**src/rtl/alu_pkg.sv**
```systemverilog
// shared types and constants for the rotate, subtract and skip datapath
package alu_pkg;

  // ==========================================================
  // data widths and arithmetic constants
  localparam int        DATA_W      = 8;
  localparam int        ADDR_W      = 8;
  localparam logic [7:0] DEC_STEP   = 8'h01;
  localparam logic [7:0] ZERO_BYTE  = 8'h00;

  // ==========================================================
  // register map, byte addresses
  localparam logic [7:0] REG_W_OFF      = 8'h00;
  localparam logic [7:0] REG_STATUS_OFF = 8'h04;
  localparam logic [7:0] W_RESET        = 8'h00;
  localparam logic [3:0] STATUS_RESET   = 4'h0;
  localparam logic [3:0] STATUS_PAD_W   = 4'h0;

  // ==========================================================
  // status layout: bit 3 wrap, bit 2 zero, bit 1 half carry, bit 0 carry
  typedef struct packed {
    logic signed_wrap_flag;
    logic zero_flag;
    logic half_carry_flag;
    logic carry_flag;
  } flag_type;

  // ==========================================================
  // instruction codes
  typedef enum logic [2:0] {
    OP_ROTATE_RIGHT_THRU_FLAG_TO_W = 3'h0,
    OP_SUBTRACT_WITH_BORROW        = 3'h1,
    OP_SUBTRACT_BORROW_TO_MEMORY   = 3'h2,
    OP_DECREMENT_SKIP_IF_ZERO      = 3'h3,
    OP_DECREMENT_SKIP_ZERO_TO_W    = 3'h4
  } op_type;

  typedef struct packed {
    logic       valid;
    op_type     op;
    logic [7:0] operand;
  } op_req_type;

  typedef struct packed {
    logic       valid;
    logic [7:0] data;
  } mem_wr_type;

  // ==========================================================
  // sequencer states, gray along run -> dummy -> run
  typedef enum logic {
    ST_RUN   = 1'b0,
    ST_DUMMY = 1'b1
  } seq_state_type;

endpackage

```
**src/rtl/sub_borrow_unit.sv**
```systemverilog
// subtract-with-borrow arithmetic and its flag results
`timescale 1ns/1ps
module sub_borrow_unit
  import alu_pkg::*;
(
  input  wire logic [7:0] minuend,
  input  wire logic [7:0] subtrahend,
  input  wire logic       carry_in,
  output logic      [7:0] difference,
  output flag_type        flags_out
);

  logic [8:0] full_diff;
  logic [4:0] low_diff;
  logic       borrow_in;

  // ==========================================================
  // carry set means no borrow, so the inverted carry is subtracted
  always_comb begin
    borrow_in  = ~carry_in;
    full_diff  = {1'b0, minuend} - {1'b0, subtrahend} - {8'h00, borrow_in};
    low_diff   = {1'b0, minuend[3:0]} - {1'b0, subtrahend[3:0]} - {4'h0, borrow_in};
    difference = full_diff[7:0];
    flags_out.carry_flag       = ~full_diff[8];
    flags_out.half_carry_flag  = ~low_diff[4];
    flags_out.zero_flag        = (full_diff[7:0] == ZERO_BYTE);
    flags_out.signed_wrap_flag = (minuend[7] ^ subtrahend[7]) & (minuend[7] ^ full_diff[7]);
  end

endmodule

```
**src/rtl/rotate_subtract_skip_alu.sv**
```systemverilog
// datapath for rotate, subtract-with-borrow and decrement-skip instructions
`timescale 1ns/1ps
// ==========================================================
// Notes on behaviour
// - rotate puts operand bits 7..1 in w bits 6..0, old carry in w bit 7.
// - rotate copies operand bit 0 into carry; other flags stay.
// - rotate never writes data memory; result goes to w only.
// - subtract computes w minus operand minus inverted carry into w.
// - both subtract forms clear carry on negative, set it otherwise.
// - memory subtract form writes the same result to memory, not w.
// - decrement-skip writes operand minus one to memory, skips on zero.
// - a skip inserts one dummy cycle, making the instruction two cycles.
// - decrement-skip to w puts operand minus one in w, skips on zero.
module rotate_subtract_skip_alu
  import alu_pkg::*;
(
  input  wire logic       mclk,
  input  wire logic       rst,
  input  wire op_req_type req,
  input  wire logic [7:0] reg_addr,
  input  wire logic [7:0] reg_wdata,
  input  wire logic       reg_wr,
  input  wire logic       reg_rd,
  output logic      [7:0] reg_rdata,
  output mem_wr_type      mem_wr,
  output logic            skip,
  output logic            dummy_cycle,
  output logic            ready,
  output logic      [7:0] w_value,
  output flag_type        flags
);

  // ==========================================================
  // state
  logic          [7:0] w_reg;
  flag_type            flags_reg;
  mem_wr_type          mem_wr_reg;
  logic                skip_reg;
  logic                dummy_reg;
  logic                ready_reg;
  logic          [7:0] rdata_reg;
  seq_state_type       state_reg;
  seq_state_type       state_next;

  logic          [7:0] sub_diff;
  flag_type            sub_flags;
  logic          [7:0] dec_value;
  logic          [7:0] rot_value;
  logic                accept;
  logic                take_skip;

  // ==========================================================
  // decode helpers
  function automatic logic is_sub(input op_type op);
    is_sub = (op == OP_SUBTRACT_WITH_BORROW) || (op == OP_SUBTRACT_BORROW_TO_MEMORY);
  endfunction

  function automatic logic is_dec(input op_type op);
    is_dec = (op == OP_DECREMENT_SKIP_IF_ZERO) || (op == OP_DECREMENT_SKIP_ZERO_TO_W);
  endfunction

  // ==========================================================
  // datapath
  sub_borrow_unit u_sub (
    .minuend    (w_reg),
    .subtrahend (req.operand),
    .carry_in   (flags_reg.carry_flag),
    .difference (sub_diff),
    .flags_out  (sub_flags)
  );

  assign rot_value = {flags_reg.carry_flag, req.operand[7:1]};
  assign dec_value = req.operand - DEC_STEP;
  // requests are taken only while not in the dummy slot
  assign accept    = req.valid && ready_reg;
  assign take_skip = accept && is_dec(req.op) && (dec_value == ZERO_BYTE);

  // ==========================================================
  // working register; an instruction beats a bus write in the same cycle
  // the losing bus write is dropped, not queued, so software must write again
  always_ff @(posedge mclk or posedge rst) begin
    if (rst) begin
      w_reg <= W_RESET;
    end else if (accept) begin
      case (req.op)
        OP_ROTATE_RIGHT_THRU_FLAG_TO_W: begin
          w_reg <= rot_value;
        end
        OP_SUBTRACT_WITH_BORROW: begin
          w_reg <= sub_diff;
        end
        OP_DECREMENT_SKIP_ZERO_TO_W: begin
          w_reg <= dec_value;
        end
        default: begin
          w_reg <= w_reg;
        end
      endcase
    end else if (reg_wr && (reg_addr == REG_W_OFF)) begin
      w_reg <= reg_wdata;
    end
  end

  // ==========================================================
  // status flags
  always_ff @(posedge mclk or posedge rst) begin
    if (rst) begin
      flags_reg <= STATUS_RESET;
    end else if (accept) begin
      if (req.op == OP_ROTATE_RIGHT_THRU_FLAG_TO_W) begin
        flags_reg.carry_flag <= req.operand[0];
      end else if (is_sub(req.op)) begin
        flags_reg <= sub_flags;
      end
      // decrement-skips fall through and keep every flag
    end else if (reg_wr && (reg_addr == REG_STATUS_OFF)) begin
      flags_reg <= reg_wdata[3:0];
    end
  end

  // ==========================================================
  // data memory write port, one-cycle pulse
  always_ff @(posedge mclk or posedge rst) begin
    if (rst) begin
      mem_wr_reg <= '0;
    end else if (accept && (req.op == OP_SUBTRACT_BORROW_TO_MEMORY)) begin
      mem_wr_reg <= '{valid: 1'b1, data: sub_diff};
    end else if (accept && (req.op == OP_DECREMENT_SKIP_IF_ZERO)) begin
      mem_wr_reg <= '{valid: 1'b1, data: dec_value};
    end else begin
      // rotate and the to-w forms leave memory alone
      mem_wr_reg <= '{valid: 1'b0, data: mem_wr_reg.data};
    end
  end

  // ==========================================================
  // skip sequencer: one dummy slot while the next fetch is discarded
  always_comb begin
    case (state_reg)
      ST_RUN: begin
        state_next = take_skip ? ST_DUMMY : ST_RUN;
      end
      ST_DUMMY: begin
        state_next = ST_RUN;
      end
      default: begin
        state_next = ST_RUN;
      end
    endcase
  end

  // ready comes from state_next so the dummy slot shows in the same cycle as skip
  always_ff @(posedge mclk or posedge rst) begin
    if (rst) begin
      state_reg <= ST_RUN;
      ready_reg <= 1'b0;
      dummy_reg <= 1'b0;
      skip_reg  <= 1'b0;
    end else begin
      state_reg <= state_next;
      ready_reg <= (state_next == ST_RUN);
      dummy_reg <= (state_next == ST_DUMMY);
      skip_reg  <= take_skip;
    end
  end

  // ==========================================================
  // register read port, data valid only in the cycle after the strobe
  always_ff @(posedge mclk or posedge rst) begin
    if (rst) begin
      rdata_reg <= ZERO_BYTE;
    end else if (reg_rd && (reg_addr == REG_W_OFF)) begin
      rdata_reg <= w_reg;
    end else if (reg_rd && (reg_addr == REG_STATUS_OFF)) begin
      rdata_reg <= {STATUS_PAD_W, flags_reg};
    end else begin
      rdata_reg <= ZERO_BYTE;
    end
  end

  assign reg_rdata   = rdata_reg;
  assign mem_wr      = mem_wr_reg;
  assign skip        = skip_reg;
  assign dummy_cycle = dummy_reg;
  assign ready       = ready_reg;
  assign w_value     = w_reg;
  assign flags       = flags_reg;

  logic       took_rot;
  logic       took_sub;
  logic       took_sub_mem;
  logic       took_dec_mem;
  logic       took_dec_w;
  logic [8:0] wide_diff;
  assign took_rot     = accept && (req.op == OP_ROTATE_RIGHT_THRU_FLAG_TO_W);
  assign took_sub     = accept && (req.op == OP_SUBTRACT_WITH_BORROW);
  assign took_sub_mem = accept && (req.op == OP_SUBTRACT_BORROW_TO_MEMORY);
  assign took_dec_mem = accept && (req.op == OP_DECREMENT_SKIP_IF_ZERO);
  assign took_dec_w   = accept && (req.op == OP_DECREMENT_SKIP_ZERO_TO_W);
  // sign-extended difference: bits 8 and 7 disagree exactly on a signed wrap
  assign wide_diff    = {w_reg[7], w_reg} - {req.operand[7], req.operand}
                        - {8'h00, !flags_reg.carry_flag};
endmodule

```
**config.mk**
```make
export PLATFORM = sky130hd
export DESIGN_NAME = rotate_subtract_skip_alu
export DESIGN_NICKNAME = d
export VERILOG_FILES = /design/src/rtl/alu_pkg.sv /design/src/rtl/sub_borrow_unit.sv /design/src/rtl/rotate_subtract_skip_alu.sv
export SDC_FILE = /design/constraint.sdc
export NUM_CORES = 1
export LEC_CHECK = 0
export BUFFER_PORTS_ARGS = -buffer_cell sky130_fd_sc_hd__buf_2
export CAP_MARGIN = 20
export CORE_AREA = 2 2 84 86
export CTS_CLUSTER_DIAMETER = 40
export DETAILED_ROUTE_END_ITERATION = 7
export DIE_AREA = 0 0 86 88
export GPL_ROUTABILITY_DRIVEN = 0
export PLACE_DENSITY = 0.59
export REMOVE_ABC_BUFFERS = 1
export SYNTH_ARGS = -nofsm -noshare
export SYNTH_HDL_FRONTEND = slang
export SYNTH_SLANG_ARGS = --single-unit
```
**constraint.sdc**
```tcl
create_clock -name mclk -period 3.4 [get_ports mclk]
set_input_delay 0.34 -clock mclk [delete_from_list [all_inputs] [get_ports mclk]]
set_output_delay 0.34 -clock mclk [all_outputs]
set_load 0.1 [all_outputs]
```
==> results.ini, run 1 <==
[final_layout]
drive_gt1_frac = 0.2713
antenna_cells = 0
syn_to_final_growth_pct = 21.44
utilization = 0.4139
layout.nets = 366
stdcell_count = 397
largest_reg_flops = 9

[grt]
gr-total-overflow = 0
grt_max_degree = 33
grt_pass1_vias = 1959
grt_pass1_wl_um = 9936
antenna_found_initial = 0
gr-usage-all-layers = 0.1690

[drt]
drtAntennaViolNets = 0
viasPerCell = 5.071
wl_um = 6077
drc = 0
drtIter0Drc = 151
first_pass_iters = 4
post_drt_wl_per_cell_um = 15.31
num_vias = 2013

[power_and_ir_drop]
p_per_area_nw_per_um2 = 749.0
p_leak_nw = 1.364
p_seq_frac = 0.242
switching_share = 0.5249
combPwrFrac = 0.579
p_sw_mw = 1.081
internal-power_uw = 978.7
ir_drop_uv = 315.8
clockPowerShare = 0.179

[critical_path]
r2r-end = flags[2]
worst_path_max_delay_cell = fa_1
critPathCaptureType = flip-flop
r2r_start = w_value[0]
cp.required_ns = 3.63
slowest_delay_ns = 0.53
r2r_slack_ns = 0.76
cpMostUsedCell = inv_1
crit_path_start_kind = flip-flop
critical_path_arrival_ns = 2.88
critPathMaxFanout = 4
crit_type = reg2reg
crit_chain = inv_1 -> fa_1 -> inv_1 -> ha_1 -> xnor2_1 -> nand3_1 -> or4_1 -> o31ai_1 -> mux2_2
ff2ff_path_depth = 9

[timing]
hold_violations = 0
fin_worst_skew_ns = 0.008545
final_max_slew_viol_count = 0
setup_viol = 0
fin_tns_setup_ns = 0
relSlewSlack = 0.5519
post-route-period-util = 0.7769
tightest_slew_ns = 0.6706
rsz0062_at_grt = no
fin_crit_ns = 2.641
clock.fmax_ghz = 0.3786

[clocking]
postCtsHoldBufs = 0
post_cts_buffers = 0
cts_buffer_depth = 2
numCtsBuffers = 5
ctsRootBufferMaster = clkbuf_8
cts.repair.resized = 0
tritoncts = yes
path_clk_slew_ns = 0.07
worst_skew_pair.late_latency_ns = 0.29
clkSinkCount = 32
htree_num_levels = 2

[synth]
yosys.cell_types.count = 48
synth-seq-cells = 32
ys.flop_type = dfrtp_1
synth_top_cell_area_share = 0.3536
synthCells = 255
yosysTopAreaCell = dfrtp_1
async_flop_share = 1.000
syn_avg_cell_area_um2 = 8.881
synth-warning-count = 0
synth.area.top_cells = dfrtp_1 35%, ha_1 8.8%, o21ai_0 4.9%
syn_area_um2 = 2265
synth-seq-area-share = 0.3536
synth_edf_count = 0

[floorplanning]
fp.dieW_um = 86
coreArea_um2 = 6644
initial_utilization = 0.3409
boundaryPins = 64
dieArea_um2 = 7568
dieHeight_um = 88
rows = 30

[flow_run]
drv_cap = 0

[place]
port_buffers = 63
dpl.hpwl_um = 4832
dp_cells = 389

[min_path]
hp-class = in2async

[status]
status = finished clean

[power groups by stage]
stage,Combinational (mW),Clock (mW),Sequential [mW]
2_1_floorplan,0.475,0,0.986
5_1_grt,1.28,0.394,0.510
3_5_place_dp,1.19,0,0.507
6_report,1.19,0.368,0.499
3_3_place_gp,1.19,0,0.504
4_1_cts,1.20,0.372,0.499
[layer usage]
metal	vias to the layer above	GRT usage	wire (µm)
met3	11	0.03299	327
met2	57	0.2847	2887
li1	1009	-	-
met5	-	0	0
met4	0	0.06205	134
met1	936	0.2155	2728
[per-stage QoR]
step	power, mW	area, µm²	hold slack (ns)	worst slack [ns]
global route	2.185	2750	0.1772	0.5686
CTS	2.068	2750	0.1456	0.7703
finish	2.060	2750	0.1309	0.7586
floorplan	1.461	2220	0.4108	0.2944
global placement	1.693	2643	0.4456	0.7626
detailed placement	1.700	2643	0.4532	0.7357
[layout make-up]
class / instances / area, µm²
fillers: 685 / 3894
inverters: 28 / 105.1
repair buffers: 64 / 322.8
flip-flops and latches: 32 / 800.8
well taps: 80 / 100.1
clock buffers: 6 / 72.57
clock inverters: 2 / 35.03
multi-input cells: 185 / 1314
[worst max-delay path: cells and delay by family (launching register included)]
kind                       cells  cell delay [ns]
xor gates and xnor gates       1             0.29
adders and majority gates      2             0.81
buffers and inverters          2             0.13
and+or+nand+nor                2             0.56
muxes                          1             0.18
AOI/OAI and AO/OA              1             0.21
DFF                            1             0.40
[worst max path at each step]
stage / to / cells after the start / slack, ns / from
floorplan: flags[2] / 10 / 0.29 / w_value[0]
CTS: flags[0] / 10 / 0.77 / w_value[0]
global placement: flags[2] / 9 / 0.76 / req[0]
finish: flags[2] / 9 / 0.76 / w_value[0]
global route: flags[2] / 10 / 0.57 / w_value[0]
detailed placement: flags[2] / 9 / 0.74 / req[0]
[synthesized netlist by cell type (3+ instances only)]
cell,count
a21oi_1,12
a221oi_1,3
clkbuf_1,7
dfrtp_1,32
ha_1,16
inv_1,27
mux2_2,5
mux2i_1,6
nand2_1,27
nor2_1,24
nor3_1,6
o21ai_0,22
o22ai_1,5
or4_1,3
xnor2_1,11
xor2_1,5
[cell families (layout without fill, tap and decap cells)]
kind of cell    after synthesis  in the layout  share of synthesized area
flops                        32             32                     0.3536
buf+inv                      38            100                    0.06630
fa+ha+maj                    18             18                     0.1061
mux                          11             11                    0.05138
xor+xnor                     17             17                    0.07182
simple gates                 78             78                     0.1702
compound gates               61             61                     0.1807
[cells in the final DEF (no fill, tap or decap), drive strengths merged, types with 2 or more instances in the layout]
cell,instances
nor3b,3
buf,64
mux2,5
mux2i,6
a2111oi,2
nand2b,3
fa,2
a221o,2
ha,16
a31o,3
a32oi,2
or4,3
a221oi,3
nor3,6
nand2,27
a211oi,2
nand3,2
nor4,2
inv,28
nor2,24
clkbuf,6
xnor2,11
a21oi,14
a31oi,2
o22ai,5
dfrtp,32
o21ai,22
xor2,5
and2,2
Power figures use the tool's default switching activity.
==> run 2: changes to the inputs <==
ABC_AREA = 1   (was unset)
CORE_AREA = 2 2 87 89   (was 2 2 84 86)
DIE_AREA = 0 0 89 91   (was 0 0 86 88)
PLACE_DENSITY = 0.61   (was 0.59)
clock period = 2.3 ns   (was 3.4 ns; I/O delays follow)
==> run 2 against run 1 <==
Net effect:
- cell count rose by 32%
- non-clock buffer count up 1
- setup slack got worse by 0.58 ns
- via count up 25%
- critical path type unchanged
- critical endpoint unchanged
- largest cell class unchanged
==> results.ini, run 2 <==
[clocking]
path_clk_slew_ns = 0.08  ; about the same
ctsRootBufferMaster = clkbuf_8
worst_skew_pair.late_latency_ns = 0.29  ; about the same
tritoncts = yes
numCtsBuffers = 5  ; unchanged
clkSinkCount = 32  ; unchanged
cts_buffer_depth = 2  ; unchanged
htree_num_levels = 2  ; unchanged
postCtsHoldBufs = 0  ; unchanged

[floorplanning]
dieArea_um2 = 8099  ; +7.0%
rows = 31  ; +3.3%
dieHeight_um = 91  ; +3.4%
initial_utilization = 0.3412  ; about the same
fp.dieW_um = 89  ; +3.5%
coreArea_um2 = 7137  ; +7.4%
boundaryPins = 64  ; unchanged

[timing]
setup_viol = 0  ; unchanged
fin_crit_ns = 2.119  ; -0.5225 ns
post-route-period-util = 0.9213  ; +0.1444
tightest_slew_ns = 0.5076  ; -0.1630 ns
fin_worst_skew_ns = 0.009448  ; +0.0009031 ns
rsz0062_at_grt = no
hold_violations = 0  ; unchanged
clock.fmax_ghz = 0.4719  ; +25%
final_max_slew_viol_count = 0  ; unchanged
hold_ws_ns = 0.01254  ; -0.1184 ns
relSlewSlack = 0.6639  ; +0.1121

[synth]
synth_top_cell_area_share = 0.3289  ; -0.02471
yosys.area_share.adder = 0.09866  ; -0.007413
synth-xor-area-share = 0.01439  ; -0.05743
syn_avg_cell_area_um2 = 6.820  ; -23%
synth-seq-cells = 32  ; unchanged
synth.area.top_cells = dfrtp_1 33%, nand2_1 14%, inv_1 10%
synth-compound-area-share = 0.1084  ; -0.07224
yosys.cell_types.count = 31  ; -35%
synth_mux_area_frac = 0  ; -0.05138
synth_edf_count = 0  ; unchanged
synth-simple-area-share = 0.3232  ; +0.1531
async_flop_share = 1.000  ; unchanged
synth_commonest_cells = 93 x nand2_1, 65 x inv_1, 38 x nor2_1
synthCells = 357  ; +40%
synth-seq-area-share = 0.3289  ; -0.02471
yosysTopAreaCell = dfrtp_1
synth_top_family_by_area = simple AND/OR/NAND/NOR gates
syn_area_um2 = 2435  ; +7.5%
ys.flop_type = dfrtp_1
synth.most_common_cell = nand2_1
synth-warning-count = 0  ; unchanged

[final_layout]
final-seq-area_um2 = 800.8  ; unchanged
final_common_cell = nand2_1
syn_to_final_growth_pct = 22.15
final_cell_mix = 91 x nand2_1, 65 x inv_1, 63 x buf_2
largest_reg_flops = 9  ; unchanged
utilization = 0.4167  ; +0.002789
antenna_cells = 0  ; unchanged
drive_gt1_frac = 0.2254  ; -0.04594
fillers = 775  ; +13%
final_area_um2 = 2974  ; +8.1%
layout.nets = 475  ; +30%
multi_input_area_um2 = 1331  ; +1.3%

[power_and_ir_drop]
ir_drop_uv = 268.0  ; -15%
p_leak_nw = 1.713  ; +26%
p_per_area_nw_per_um2 = 978.8  ; +31%

[drt]
drtIter0Drc = 130  ; -14%
post_drt_wl_per_cell_um = 12.97  ; -15%
drtAntennaViolNets = 0  ; unchanged
wl_um = 6809  ; +12%
viasPerCell = 4.800  ; -5.3%
first_pass_iters = 5  ; +1
num_vias = 2520  ; +25%
drc = 0  ; unchanged

[critical_path]
critical_path_arrival_ns = 2.34  ; -0.54 ns
r2r_slack_ns = 0.18  ; -0.58 ns
cp.required_ns = 2.52  ; -1.11 ns
critPathMaxFanout = 3  ; -1
critPathCaptureType = flip-flop
crit_path_start_kind = flip-flop
crit_type = reg2reg

[place]
port_buffers = 63  ; unchanged
dpl.hpwl_um = 5562  ; +15%
place_area_um2 = 2850  ; +7.9%

[grt]
antenna_found_initial = 0  ; unchanged
gr-usage-all-layers = 0.1791  ; +0.01006
gr-total-overflow = 0  ; unchanged
grt_pass1_vias = 2420  ; +24%
grt_pass1_wl_um = 11310  ; +14%
grt_max_degree = 33  ; unchanged

[flow_run]
drv_cap = 0  ; unchanged

[status]
status = finished clean

[min_path]
hp-class = in2async

-- run 2: area by class of cell --
cell class	count	area share
tap	99	0.04165
inverter	73	0.09297
timing repair buffer	65	0.1111
clock inverter	3	0.01430
multi-input combinational	248	0.4476
clock buffer	5	0.02314
sequential	32	0.2692
-- run 2: power breakdown --
group          total, mW  switching [mW]  internal, mW
Sequential         0.717          0.0647         0.652
Combinational       1.64            1.27         0.372
Clock              0.553           0.232         0.320
-- run 2: repair_timing --
| item | CTS | global route |
|---|---|---|
| setup endpoints to repair | 0 | 3 |
| hold endpoints to repair | 0 | 0 |
| buffers inserted | 0 | 1 |
| gates resized for setup | 0 | 2 |
-- run 2: critical path, stage by stage, from the launching register on --
cell and delay (ns):
dfrtp_1 0.36, inv_1 0.07, fa_1 0.52, inv_1 0.05
ha_1 0.29, inv_1 0.04, nand2_1 0.09, nand3_1 0.09
nor2_1 0.13, nand3_1 0.10, nor2_1 0.10, nand2_1 0.06
a21oi_1 0.12
-- run 2: path summary, 6_finish.rpt --
path | depth (start not counted) | end | from
worst min-delay path | 3 | w_value[7] | rst
worst min register to register | 1 | state_reg | state_reg
max in group asynchronous | 3 | ready | rst
min in group mclk | 3 | w_value[1] | reg_wdata[1]
worst max-delay path | 12 | flags[2] | w_value[0]
worst max register to register | 12 | flags[2] | w_value[0]
-- run 2: logic make-up (layout without fill, tap and decap cells) --
family,Yosys count,after routing
AND/OR/NAND/NOR,181,181
buffers and inverters,77,146
AO/OA/AOI/OAI,45,45
flip-flops,32,32
adder cells (fa/ha/maj),18,18
XOR/XNOR,4,4
-- run 2: layer usage --
| layer | vias up | wire length, µm | global-route usage |
|---|---|---|---|
| met5 | - | 0 | 0 |
| met4 | 0 | 231 | 0.07090 |
| met3 | 20 | 442 | 0.02727 |
| met2 | 95 | 3108 | 0.2817 |
| met1 | 1142 | 3026 | 0.2440 |
| li1 | 1263 | - | - |
-- run 2: stage by stage --
stage                     cells  power (mW)  setup slack [ns]  TNS, ns
after floorplan             353       2.026           -0.3497   -3.447
after global placement      516       2.341            0.2098        0
after detailed placement    516       2.353            0.1594        0
after CTS                   524       2.913            0.1258        0
after global routing        525       3.098          0.001770        0
final                       525       2.911            0.1811        0
==> run 3: changes to the inputs <==
GPL_TIMING_DRIVEN = 0   (was unset)
==> run 3 against run 2 <==
Net effect:
- clock-buffer cell count did not move
- sequential power barely moved
- flip-flop and latch count did not move
- critical path depth did not move
- utilization rose by 0.98 points
- sequential share of layout area fell by 0.62 points
- critical endpoint unchanged
==> results.ini, run 3 (same netlist as run 2, synthesis figures left out) <==
[grt]
gr-total-overflow = 0  ; unchanged
grt_pass1_wl_um = 10940  ; -3.2%
antenna_found_initial = 0  ; unchanged
grt_pass1_vias = 2339  ; -3.3%
grt_max_degree = 21  ; -36%
gr-usage-all-layers = 0.1736  ; -0.005425

[clocking]
htree_num_levels = 2  ; unchanged
path_clk_slew_ns = 0.08  ; about the same
clkSinkCount = 32  ; unchanged
ctsRootBufferMaster = clkbuf_8
worst_skew_pair.late_latency_ns = 0.29  ; about the same
numCtsBuffers = 5  ; unchanged
cts_buffer_depth = 2  ; unchanged
tritoncts = yes

[final_layout]
layout.nets = 476  ; +0.21%
fillers = 790  ; +1.9%
antenna_cells = 0  ; unchanged
syn_to_final_growth_pct = 25.03
largest_reg_flops = 9  ; unchanged
final-seq-area_um2 = 800.8  ; unchanged
final_common_cell = nand2_1
final_area_um2 = 3044  ; +2.4%
drive_gt1_frac = 0.2529  ; +0.02758
final_cell_mix = 88 x nand2_1, 63 x buf_2, 62 x inv_1
multi_input_area_um2 = 1374  ; +3.2%

[drt]
wl_um = 6759  ; -0.73%
drtAntennaViolNets = 0  ; unchanged
viasPerCell = 4.734  ; -1.4%
drtIter0Drc = 148  ; +14%
post_drt_wl_per_cell_um = 12.85  ; -0.92%
num_vias = 2490  ; -1.2%
drc = 0  ; unchanged
first_pass_iters = 5  ; unchanged

[timing]
post-route-period-util = 0.9297  ; +0.008483
fin_crit_ns = 2.138  ; +0.01951 ns
clock.fmax_ghz = 0.4676  ; -0.91%
hold_violations = 0  ; unchanged
fin_tns_setup_ns = 0  ; unchanged
setup_ws_ns = 0.1616  ; -0.01951 ns
tightest_slew_ns = 0.6713  ; +0.1637 ns
setup_viol = 0  ; unchanged
relSlewSlack = 0.5520  ; -0.1119
final_max_slew_viol_count = 0  ; unchanged
fin_worst_skew_ns = 0.01007  ; +0.0006176 ns
hold_ws_ns = 0.03430  ; +0.02176 ns

[critical_path]
slowest_delay_ns = 0.52  ; about the same
crit_chain = inv_2 -> fa_1 -> inv_1 -> ha_4 -> inv_1 -> nand2_2 -> nand3_1 -> nor2_1 -> nand3_1 -> nor2_1 -> nand2_2 -> a21oi_1
r2r_start = flags[0]
crit_path_start_kind = flip-flop
crit_type = reg2reg
critPathMaxFanout = 3  ; unchanged
ff2ff_path_depth = 12  ; unchanged
r2r-end = flags[2]
cp.required_ns = 2.51  ; about the same
critical_path_arrival_ns = 2.35  ; about the same
worst_path_max_delay_cell = fa_1
r2r_slack_ns = 0.16  ; -0.02 ns
critPathCaptureType = flip-flop

[floorplanning]
dieArea_um2 = 8099  ; unchanged
boundaryPins = 64  ; unchanged
coreArea_um2 = 7137  ; unchanged
initial_utilization = 0.3412  ; unchanged
fp.dieW_um = 89  ; unchanged
rows = 31  ; unchanged
dieHeight_um = 91  ; unchanged

[power_and_ir_drop]
ir_drop_uv = 329.3  ; +23%
p_leak_nw = 1.727  ; +0.86%
p_per_area_nw_per_um2 = 976.7  ; -0.21%

[place]
port_buffers = 63  ; unchanged
place_area_um2 = 2870  ; +0.70%
preCtsSetupSlack_ns = 0.08928  ; -0.07010 ns
dpl.hpwl_um = 5555  ; -0.12%

[status]
status = finished clean

[min_path]
hp-class = in2async

[flow_run]
drv_cap = 0  ; unchanged

-- run 3: worst max-delay path: cells and delay by family, from the launching register on --
kind                     cells  cell delay, ns
AO/OA/AOI/OAI                1            0.15
adder cells (fa/ha/maj)      2            0.79
buffers and inverters        3            0.17
flip-flops                   1            0.37
AND/OR/NAND/NOR              6            0.59
-- run 3: layer usage --
metal | vias up | wire (µm) | track usage
met5 | - | 0 | 0
met4 | 0 | 96 | 0.04602
met1 | 1123 | 3164 | 0.2373
met2 | 95 | 3083 | 0.2767
met3 | 4 | 416 | 0.03636
li1 | 1268 | - | -
-- run 3: power by group --
group,internal [mW],switching [mW]
combinational,0.408,1.29
sequential,0.652,0.0677
clock,0.321,0.233
-- run 3: worst max path at each step --
stage                from  endpoint  slack [ns]
3_3_place_gp   w_value[0]  flags[2]        0.11
2_1_floorplan  w_value[0]  flags[2]       -0.35
5_1_grt          flags[0]  flags[2]      -0.002
4_1_cts        w_value[0]  flags[2]        0.08
6_report         flags[0]  flags[2]        0.16
3_5_place_dp   w_value[0]  flags[2]        0.09
-- run 3: final cells by class --
type                    instances  share of cell area
clock buffers                   5             0.02261
inverters                      73             0.09083
clock inverters                 3             0.01397
flip-flops and latches         32              0.2630
repair buffers                 66              0.1176
multi-input cells             248              0.4513
well taps                      99             0.04069
-- run 3: timing repair --
item                       in CTS  in global routing
setup endpoints to repair       0                  4
buffers inserted                0                  2
hold buffers                    0                  0
gates resized for setup         0                 14
-- run 3: metrics by stage --
stage | power (mW) | cells | util
after global routing | 3.174 | 526 | 0.4265
after global placement | 2.331 | 515 | 0.3983
after CTS | 2.912 | 524 | 0.4178
after detailed placement | 2.355 | 516 | 0.4022
final | 2.973 | 526 | 0.4265
after floorplan | 2.026 | 353 | -
